[config.mk]
export PLATFORM = sky130hd
export DESIGN_NAME = cable_crossover_control
export DESIGN_NICKNAME = d
export VERILOG_FILES = /design/src/xover_pkg.sv /design/src/cable_crossover_control.sv
export SDC_FILE = /design/constraint.sdc
export NUM_CORES = 1
export LEC_CHECK = 0
export CORE_MARGIN = 5
export CORE_UTILIZATION = 55
export CTS_CLUSTER_SIZE = 30
export DETAILED_ROUTE_END_ITERATION = 8
export DONT_BUFFER_PORTS = 1
export PLACE_DENSITY_LB_ADDON = 0.12
export SLEW_MARGIN = 20
export SYNTH_ARGS = -nofsm -noshare
export SYNTH_HDL_FRONTEND = slang
export SYNTH_SLANG_ARGS = --single-unit
[constraint.sdc]
create_clock -name pclk -period 2 [get_ports pclk]
set_input_delay 0.4 -clock pclk [delete_from_list [all_inputs] [get_ports pclk]]
set_output_delay 0.4 -clock pclk [all_outputs]
set_load 0.005 [all_outputs]
[src/xover_pkg.sv]
// constants, register layout and state types of the cable crossover control block
// assumes one 100 MHz clock shared with the apb slave
package xover_pkg;

  // ==========================================================
  // clock and timing
  localparam int CLK_PERIOD_NS = 10;
  localparam int DWELL_NS = 20000;
  localparam int DWELL_CYCLES = (DWELL_NS + CLK_PERIOD_NS - 1) / CLK_PERIOD_NS;
  localparam int ATTEMPT_W = 4;
  localparam int TIMER_W = 16;

  // ==========================================================
  // register map
  localparam logic [11:0] CROSSOVER_CONTROL_STATUS_OFF = 12'h000;
  localparam int BIT_PD = 7;
  localparam int BIT_AUTO = 6;
  localparam int BIT_CROSSED = 5;
  localparam int BIT_DONE = 4;
  localparam int SEED_LSB = 0;
  localparam int SEED_W = 4;
  localparam logic RST_PD = 1'b1;
  localparam logic RST_AUTO = 1'b1;
  localparam logic RST_CROSSED = 1'b0;
  localparam logic RST_DONE = 1'b0;
  localparam logic [3:0] RST_SEED = 4'h0;
  localparam logic [3:0] INTERNAL_SEED = 4'h5;
  localparam logic [3:0] SEED_ATTEMPT_3 = 4'h9;
  localparam logic [3:0] SEED_ATTEMPT_2 = 4'h8;
  localparam logic [3:0] SEED_ATTEMPT_1 = 4'h5;
  localparam logic [3:0] SEED_ATTEMPT_0 = 4'h4;
  localparam logic [7:0] LFSR_RST = 8'hA5;

  // ==========================================================
  // types
  typedef enum logic [1:0] {
    SEQ_IDLE = 2'b00,
    SEQ_TRY = 2'b01,
    SEQ_LOCKED = 2'b10
  } seq_state_t;

  typedef struct packed {
    logic parallel_detect_assist_en;
    logic auto_pair_switch_en;
    logic pair_crossed_state;
    logic pair_switch_done;
    logic [3:0] pair_switch_seed;
  } ctrl_t;

  typedef struct packed {
    ctrl_t ctrl;
    seq_state_t seq;
    logic [ATTEMPT_W-1:0] attempt;
    logic [TIMER_W-1:0] timer;
    logic [7:0] lfsr;
    logic pready;
    logic pslverr;
    logic [31:0] prdata;
  } state_t;

endpackage

[src/cable_crossover_control.sv]
// apb register bank and pair-selection sequencer for automatic cable crossover
// assumes link_up, local_aneg_en and partner_aneg_seen are synchronous to pclk
//
// Function
// - parallel-detect bit keeps auto-switching alive when local negotiation is off
// - auto-switch enable bit turns on automatic pair selection; resets to one
// - pair-state bit is one for crossed, zero for straight; resets zero
// - pair-state read-only while auto on; writable to force it while off
// - completion bit is one after sequence finishes; zero while running or disabled
// - seed bits 3..0 set the choice on attempts 9, 8, 5 and 4
// - an all-zero seed is replaced by the internal pattern 0101
//
// The register addresses and the APB slave port were left to the implementer.
`timescale 1ns/1ps
module cable_crossover_control
  import xover_pkg::*;
#(
  parameter int DWELL = DWELL_CYCLES
) (
  // clock and reset
  input wire logic pclk,
  input wire logic presetn,
  // apb slave
  input wire logic psel,
  input wire logic penable,
  input wire logic pwrite,
  input wire logic [11:0] paddr,
  input wire logic [31:0] pwdata,
  input wire logic [3:0] pstrb,
  output logic [31:0] prdata,
  output logic pready,
  output logic pslverr,
  // transceiver side
  input wire logic link_up,
  input wire logic local_aneg_en,
  input wire logic partner_aneg_seen,
  output logic pair_crossed,
  output logic switch_done
);

  // ==========================================================
  // state
  state_t s_q;
  state_t s_d;
  logic allowed;
  logic [3:0] eff_seed;
  logic [ATTEMPT_W-1:0] next_attempt;
  logic [15:0] reg_view;
  logic wr_hit;

  localparam logic [TIMER_W-1:0] DWELL_LAST = TIMER_W'(DWELL - 1);

  function automatic logic pick(input logic [ATTEMPT_W-1:0] n, input logic [3:0] seed,
                                input logic rnd);
    logic r;
    r = rnd;
    if (n == SEED_ATTEMPT_3) begin
      r = seed[3];
    end else if (n == SEED_ATTEMPT_2) begin
      r = seed[2];
    end else if (n == SEED_ATTEMPT_1) begin
      r = seed[1];
    end else if (n == SEED_ATTEMPT_0) begin
      r = seed[0];
    end
    return r;
  endfunction

  // ==========================================================
  // next state
  always_comb begin
    s_d = s_q;
    // blocked when auto is off, or when we do not negotiate, the partner does, and assist is off
    allowed = s_q.ctrl.auto_pair_switch_en
              & (local_aneg_en | ~partner_aneg_seen
                 | s_q.ctrl.parallel_detect_assist_en);
    eff_seed = (s_q.ctrl.pair_switch_seed == 4'h0) ? INTERNAL_SEED
                                                    : s_q.ctrl.pair_switch_seed;
    next_attempt = s_q.attempt + 1'b1;
    reg_view = {8'h00, s_q.ctrl};
    wr_hit = psel & penable & s_q.pready & pwrite & ~s_q.pslverr;

    // sequencer
    unique case (s_q.seq)
      SEQ_IDLE: begin
        s_d.ctrl.pair_switch_done = 1'b0;
        if (allowed) begin
          s_d.seq = SEQ_TRY;
          s_d.attempt = '0;
          s_d.timer = '0;
          s_d.ctrl.pair_crossed_state = pick('0, eff_seed, s_q.lfsr[0]);
        end
      end
      SEQ_TRY: begin
        if (!allowed) begin
          s_d.seq = SEQ_IDLE;
          s_d.ctrl.pair_switch_done = 1'b0;
        end else if (link_up) begin
          s_d.seq = SEQ_LOCKED;
          s_d.ctrl.pair_switch_done = 1'b1;
        end else if (s_q.timer == DWELL_LAST) begin
          s_d.timer = '0;
          s_d.attempt = next_attempt;
          s_d.lfsr = {s_q.lfsr[6:0], s_q.lfsr[7] ^ s_q.lfsr[5] ^ s_q.lfsr[4] ^ s_q.lfsr[3]};
          s_d.ctrl.pair_crossed_state = pick(next_attempt, eff_seed, s_q.lfsr[7]);
        end else begin
          s_d.timer = s_q.timer + 1'b1;
        end
      end
      SEQ_LOCKED: begin
        if (!allowed) begin
          s_d.seq = SEQ_IDLE;
          s_d.ctrl.pair_switch_done = 1'b0;
        end else if (!link_up) begin
          // link lost: search again from the current choice
          s_d.seq = SEQ_TRY;
          s_d.timer = '0;
          s_d.ctrl.pair_switch_done = 1'b0;
        end
      end
      default: begin
        s_d.seq = SEQ_IDLE;
      end
    endcase

    // apb: zero wait states, answer registered in the setup cycle
    s_d.pready = 1'b0;
    s_d.pslverr = 1'b0;
    if (psel && !penable && !s_q.pready) begin
      s_d.pready = 1'b1;
      s_d.pslverr = (paddr != CROSSOVER_CONTROL_STATUS_OFF);
      s_d.prdata = s_d.pslverr ? 32'h0000_0000 : {16'h0000, reg_view};
    end

    // software write, low byte lane only; upper bits are dropped
    if (wr_hit && pstrb[0]) begin
      s_d.ctrl.parallel_detect_assist_en = pwdata[BIT_PD];
      s_d.ctrl.auto_pair_switch_en = pwdata[BIT_AUTO];
      s_d.ctrl.pair_switch_seed = pwdata[SEED_LSB +: SEED_W];
      if (!pwdata[BIT_AUTO]) begin
        s_d.ctrl.pair_crossed_state = pwdata[BIT_CROSSED];
        s_d.ctrl.pair_switch_done = 1'b0;
      end
    end
  end

  // ==========================================================
  // registers
  always_ff @(posedge pclk or negedge presetn) begin
    if (!presetn) begin
      s_q.ctrl.parallel_detect_assist_en <= RST_PD;
      s_q.ctrl.auto_pair_switch_en <= RST_AUTO;
      s_q.ctrl.pair_crossed_state <= RST_CROSSED;
      s_q.ctrl.pair_switch_done <= RST_DONE;
      s_q.ctrl.pair_switch_seed <= RST_SEED;
      s_q.seq <= SEQ_IDLE;
      s_q.attempt <= '0;
      s_q.timer <= '0;
      s_q.lfsr <= LFSR_RST;
      s_q.pready <= 1'b0;
      s_q.pslverr <= 1'b0;
      s_q.prdata <= 32'h0000_0000;
    end else begin
      s_q <= s_d;
    end
  end

  // ==========================================================
  // outputs, all straight from flops
  assign prdata = s_q.prdata;
  assign pready = s_q.pready;
  assign pslverr = s_q.pslverr;
  assign pair_crossed = s_q.ctrl.pair_crossed_state;
  assign switch_done = s_q.ctrl.pair_switch_done;

endmodule

Word level (Yosys, flattened, before mapping)
Cells that the tools add are included.
- flip-flop bits (word level): 72
- input bits: 56
- output and inout bits: 36
- logic and storage cells: 90
- add/subtract/negate cells: 2
- equality and inequality tests: 15
- muxes and demuxes: 34
- bitwise operators: 13
- reductions and logical operators: 14
- operators with widths (cell ; number):
    two-way mux 28 bit ; 2
    two-way mux 16 bit ; 3
    case mux 16 bit (3 select lines) ; 1
    two-way mux 34 bit ; 1
    two-way mux 22 bit ; 1
    adder 16 x 1 -> 16 bit, second input constant ; 1
    equality test 16 x 11 -> 1 bit, second input constant ; 1
    two-way mux 8 bit ; 2
    two-way mux 1 bit ; 12
    inequality test 2 bit, second input constant ; 6
    nonzero test 12 bit ; 1
    two-way mux 2 bit ; 5
    equality test 4 x 3 -> 1 bit, second input constant ; 2
    equality test 4 bit, second input constant ; 2
    two-way mux 4 bit ; 2
    case mux 4 bit (2 select lines) ; 1
    two-way mux 6 bit ; 1
    inequality test 3 bit, second input constant ; 2
    case mux 2 bit (3 select lines) ; 1
    AND reduction 6 bit ; 1
    bitwise AND 1 bit ; 5
    AND reduction 5 bit ; 1
    adder 4 x 1 -> 4 bit, second input constant ; 1
    logical NOT 4 bit ; 1
    14 further kinds ; 22

Longest topological paths before layout
Gate-level depths: netlist (run 1).
- word-level depth: 12
- mapped depth: 9

Worst setup path after synthesis (run 1)
Ideal clock, no wire load.
- path type: register to register
- start point: register s_q[58] in the netlist's numbering
- end point: register s_q (netlist bit pair_crossed)
- arrival: 1.901 ns
- required time: 1.867 ns
- setup slack: -0.034 ns
- cell stages (with the launch flop): 8
- clock period less this slack: 2.034 ns
- cell sequence: dfrtp_1 ha_1 clkbuf_1 or3b_2 o31a_1 o21a_1 o41ai_1 a31oi_1
- RTL lines (element ; RTL line ; source):
    start: declaration ; cable_crossover_control.sv:43 ; state_t s_q;

==> results of run 1 <==
## state kept, by name, indices dropped and copies added, names as in the netlist
name,cells
s_q,30
prdata,8
reg_view,6
pair_crossed,1
pready,1
pslverr,1
switch_done,1
## cell families after synthesis
group | synth area share (%)
AO/OA/AOI/OAI | 10.9
XOR/XNOR | 3.29
adder cells (fa/ha/maj) | 3.42
buffers and inverters | 10.9
flip-flops | 41.3
multiplexers | 10.4
other | 0.128
AND/OR/NAND/NOR | 19.6
## what timing repair did
item                       CTS  global route
hold buffers                 2             0
hold endpoints to repair    48             0
gates resized for setup      1            16
setup buffers                0             5
pin swaps                    1             6
gates cloned                 0             1
setup endpoints to repair    3            23
## where the power goes
part / switching [mW] / internal [mW]
combinational: 0.427 / 0.389
clock: 0.333 / 0.370
sequential: 0.0990 / 1.07
## final cells by class
cell class,count,area [sq um]
inverters,10,37.5
flip-flops and latches,48,1210
clock buffers,5,68.8
clock inverters,3,42.5
repair buffers,32,287
fillers,428,1840
multi-input cells,217,1560
well taps,70,87.6
## metrics by stage
step	setup TNS, ns	util (%)	hold WS [ns]	worst slack [ns]
after floorplan	0	-	0.104	0.0219
after global placement	0	58.9	0.106	0.0282
after detailed placement	-0.0248	58.9	0.106	-0.0218
after CTS	0	62.0	0.232	0.0156
after global routing	-0.267	64.2	0.225	-0.0561
final	0	64.2	0.239	0.0507
## routing by layer
metal  vias up  GRT usage (%)
li1       1043              -
met5         -              0
met2        45           25.7
met4         0           5.50
met3         5           4.06
met1      1030           23.0
## worst paths after layout
kind / cells after the start / to / startpoint
setup / recovery: 7 / pair_crossed / s_q[58]
hold / removal: 1 / reg_view[6] / pwdata[6]
setup reg to reg: 7 / pair_crossed / s_q[58]
hold reg to reg: 1 / s_q[50] / s_q[50]
max in group asynchronous: 2 / s_q[36] / presetn
min in group asynchronous: 2 / pslverr / presetn
## critical path, cell delays in order, from the launching register on
cell and delay [ns]:
dfrtp_2 0.45, inv_1 0.10, ha_2 0.21, mux2_2 0.34, o311ai_0 0.12, a21oi_1 0.16
o41ai_2 0.35, a31oi_1 0.12
## placed cells by master, fill, tap and decap left out, drive strengths merged, types with 8 or more instances in the layout
| master | instances |
|---|---|
| nand2 | 12 |
| ha | 8 |
| o21ai | 11 |
| nand3 | 9 |
| inv | 10 |
| buf | 31 |
| dfrtp | 42 |
| mux2 | 15 |
| conb | 24 |
| a21oi | 9 |
| nor2 | 23 |
| xnor2 | 11 |
| nor4 | 9 |
| nand4 | 8 |
| mux2i | 12 |
==> metrics.md, run 1 <==
| Metric | Value |
|---|---|
| Num CTS Buffers | 5 |
| Overflow after GRT | 0 |
| Period utilisation layout | 97.5% |
| Crit Path Class | reg2reg |
| Routed wl met2 | 2590 um |
| Largest net degree at the start of global routing | 49 |
| Max-slew violations | 0 |
| Clk_lat worst skew | 0.30 ns |
| First-pass GRT wire length | 9590 um |
| Register area share after synthesis | 41.3% |
| Clk slew on worst S/H paths | 0.09 ns |
| Rel. slew slack | 64.6% |
| RSZ-0062 raised after global routing | yes |
| Commonest cells in the netlist | dfrtp_1, buf_4, nor2_1 |
| Hold crit path type | in2reg |
| WP data required | 2.19 ns |
| Final wirelength | 5790 um |
| Post-synth EDFFs | 0 |
| VDD IR max | 0.000462 V |
| Ys async rst share | 100% |
| Most common cell in the netlist | dfrtp_1 |
| Achievable clock frequency | 513 MHz |
| Top FF cell, synth | dfrtp_1 |
| WL per Instance | 15.0 um |
| Vias per cell | 5.51 |
| Initial antenna violation count | 0 |
| Worst setup SP type | flip-flop |
| Arr. time, crit path | 2.14 ns |
| TritonCTS clock tree | done |
| MaxCap Viol Count | 0 |
| DR iter-0 viols | 115 |
| Synth Warn # | 0 |
| CTS sink count | 48 |
| H-Tree Depth | 2 |
| Die area | 6880 sq um |
| Via count | 2123 |
| Yosys top cell area share | 35.9% |
| Die height | 83.0 um |
| DRT antenna net count | 0 |
| GP Congestion | 0.782 |
| Status | finished clean |
| Final Skew | 0.00923 ns |
| Met1 Wirelength | 2860 um |
| Minimum clock period | 1.95 ns |
| Metal3 WL | 266 um |
| Final setup vio count | 0 |
| Nets | 378 |
| DP HPWL | 4110 um |
| Pleak | 1.52 nW |
| Max FO, Critical Path | 6 |
| Port Buf Inserts | 0 |
| Root Buffer | clkbuf_8 |
| P&R area growth vs syn | 12.6% |
| Max Used Layer | met4 |
| Fin. Hold Viols | 0 |
| Die width | 83.0 um |
| Total Power Consumption | 2.69 mW |
| Distinct cell type count after synthesis | 54 |
| DRT Pass-1 Iters | 4 |
| R2R Setup Slk | 0.05 ns |
| # placed instances | 369 |
| FP Rows | 26 |
| Design area | 3300 sq um |
| Cell area power density | 814 nW/um^2 |
| Top Ports | 92 |
| Post-Syn Area | 2930 sq um |
| Worst setup EP type | flip-flop |
| CTS Buffer Depth | 2 |
| Synthesized area per cell | 10.1 sq um |
| Leading area contributor after synthesis | dfrtp_1 |
| Layout cells sized above 1 | 26.7% |
| Gate count after technology mapping | 291 |
| Initial core utilization | 57.0% |
| Diodes inserted | 0 |
| Overall routing resource usage | 16.7% |
| Area post-placement | 3030 sq um |
| Flop and latch count out of synthesis | 48 |
| Fin cells | 385 |
| Drt drc | 0 |
| Number of global-route vias before repair | 2020 |
| Core ar. | 5140 sq um |
| Worst-margin pin slew | 0.529 ns |
| Top cells by area, synth | dfrtp_1, buf_4, dfstp_2 |
No activity file was read; power rests on OpenSTA's default activity.
==> inputs of run 2 (changes only) <==
--- a/config.mk
+++ b/config.mk
@@ -11,6 +11,7 @@
 export DETAILED_ROUTE_END_ITERATION = 8
 export DONT_BUFFER_PORTS = 1
 export PLACE_DENSITY_LB_ADDON = 0.12
+export SETUP_SLACK_MARGIN = 0.2
 export SLEW_MARGIN = 20
 export SYNTH_ARGS = -nofsm -noshare
 export SYNTH_HDL_FRONTEND = slang
==> metrics.md, run 2 (same netlist as run 1, synthesis figures left out) <==
| Metric | Value |
|---|---|
| Area post-placement | 3150 sq um |
| Clk_lat worst skew | 0.30 ns |
| First-pass GRT wire length | 10600 um |
| Fin cells | 394 |
| Cell area power density | 803 nW/um^2 |
| Crit Path Class | reg2reg |
| Final setup vio count | 0 |
| Utilization after layout | 67.9% |
| Power share of the combinational group | 33.1% |
| Largest net degree at the start of global routing | 49 |
| Filler Cell Count | 382 |
| Core ar. | 5140 sq um |
| Root Buffer | clkbuf_8 |
| Most flops, register | s_q |
| Initial antenna violation count | 0 |
| Max-slew violations | 0 |
| Clk slew on worst S/H paths | 0.09 ns |
| Status | finished clean |
| Clock Power Share | 25.2% |
| Achievable clock frequency | 512 MHz |
| Num CTS Buffers | 5 |
| Worst setup SP type | flip-flop |
| Die height | 83.0 um |
| VDD IR max | 0.000386 V |
| Sequential cell area | 1210 sq um |
| Pleak | 1.60 nW |
| WP data required | 2.19 ns |
| Die area | 6880 sq um |
| Worst-margin pin slew | 0.613 ns |
| Sequential Power Share | 41.6% |
| MaxCap Viol Count | 0 |
| # placed instances | 374 |
| Total Power Consumption | 2.80 mW |
| Arr. time, crit path | 2.14 ns |
| Switching share of power | 32.3% |
| Diodes inserted | 0 |
| Design area | 3490 sq um |
| Top Ports | 92 |
| Fin. Hold Viols | 0 |
| Hold crit path type | in2reg |
| Multi-input gate area | 1640 sq um |
| Most frequent cells in the layout | dfrtp_1, buf_4, conb_1, nor2_1, mux2i_1 |
| CTS sink count | 48 |
| GP Congestion | 0.796 |
| Port Buf Inserts | 0 |
| RSZ-0062 raised after global routing | yes |
| Max FO, Critical Path | 5 |
| WL per Instance | 15.5 um |
| DR iter-0 viols | 80 |
| FP Rows | 26 |
| H-Tree Depth | 2 |
| Overflow after GRT | 0 |
| TritonCTS clock tree | done |
| Minimum clock period | 1.95 ns |
| Sw Pwr | 0.904 mW |
| Period utilisation layout | 97.7% |
| Final Skew | 0.00631 ns |
| Drt drc | 0 |
| Overall routing resource usage | 18.2% |
| Worst setup EP type | flip-flop |
| Cell internal pwr | 1.90 mW |
| Die width | 83.0 um |
| Number of global-route vias before repair | 2208 |
| Leading cell type in the layout, fill and taps excluded | dfrtp_1 |
| DP HPWL | 4390 um |
| Nets | 387 |
| Layout cells sized above 1 | 32.4% |
| P&R area growth vs syn | 19.1% |
| DRT Pass-1 Iters | 4 |
| Rel. slew slack | 58.8% |
| DRT antenna net count | 0 |
| CTS Buffer Depth | 2 |
| Initial core utilization | 57.0% |
| Vias per cell | 5.54 |
| Max FFs per register | 30 |
| Via count | 2184 |
| Final wirelength | 6120 um |
==> run 2: cell types whose count changed in the layout (fill, tap and decap cells not counted), sizes merged <==
cell    delta
buf        +8
clkbuf     +1
==> run 2: timing repair <==
action                                 in CTS  in global routing
endpoints found under the hold margin      48                  0
setup buffers                               5                  3
setup endpoints to repair                  28                 29
pin swaps                                  24                  6
resized for setup                          15                 10
hold buffers                                2                  0
cloned                                      1                  1
==> run 2: worst max-delay path, cell delays in order, from the launching register on <==
cell	delay (ns)
dfrtp_1	0.38
or4_4	0.54
nor3b_4	0.24
buf_4	0.17
nand4_4	0.15
mux2_4	0.35
==> run 2: stage by stage <==
| stage | setup TNS [ns] | hold WS, ns | setup slack (ns) |
|---|---|---|---|
| global route | -1.06 | 0.216 | -0.0941 |
| floorplan | 0 | 0.104 | 0.0219 |
| CTS | 0 | 0.233 | 0.0137 |
| global placement | -0.0329 | 0.106 | -0.0148 |
| finish | 0 | 0.241 | 0.0458 |
| detailed placement | -0.0833 | 0.106 | -0.0418 |
==> run 2: area by class of cell <==
type	count	area share, %
Inverter	10	1.08
Timing Repair Buffer	41	11.4
Clock buffer	5	1.97
Tap cell	70	2.51
Sequential cell	48	34.7
Clock inverter	3	1.22
Multi-Input combinational cell	217	47.1
==> run 2: metal layers <==
metal	up-vias	global-route usage [%]	routed length, um
li1	1063	-	-
met1	1055	25.5	2940
met2	59	27.8	2780
met3	7	5.05	339
met4	0	4.90	70
met5	-	0	0
==> run 2: worst paths after layout <==
path                                start  slack, ns          end  cells after the start
worst min register to register    s_q[34]       0.51      s_q[34]                      2
worst max-delay path              s_q[55]       0.05      s_q[40]                      5
min in group asynchronous         presetn       0.60  reg_view[0]                      2
max in group asynchronous         presetn       1.13      s_q[34]                      2
worst max register to register    s_q[55]       0.05      s_q[40]                      5
worst min-delay path            pwdata[3]       0.24  reg_view[3]                      1
==> run 2: power by group through the flow <==
stage,logic (mW),registers [mW],clock network (mW)
after floorplan,0.612,1.16,0
after global placement,0.740,1.19,0
after detailed placement,0.765,1.19,0
after CTS,0.829,1.17,0.723
after global routing,1.04,1.18,0.772
final,0.928,1.17,0.706
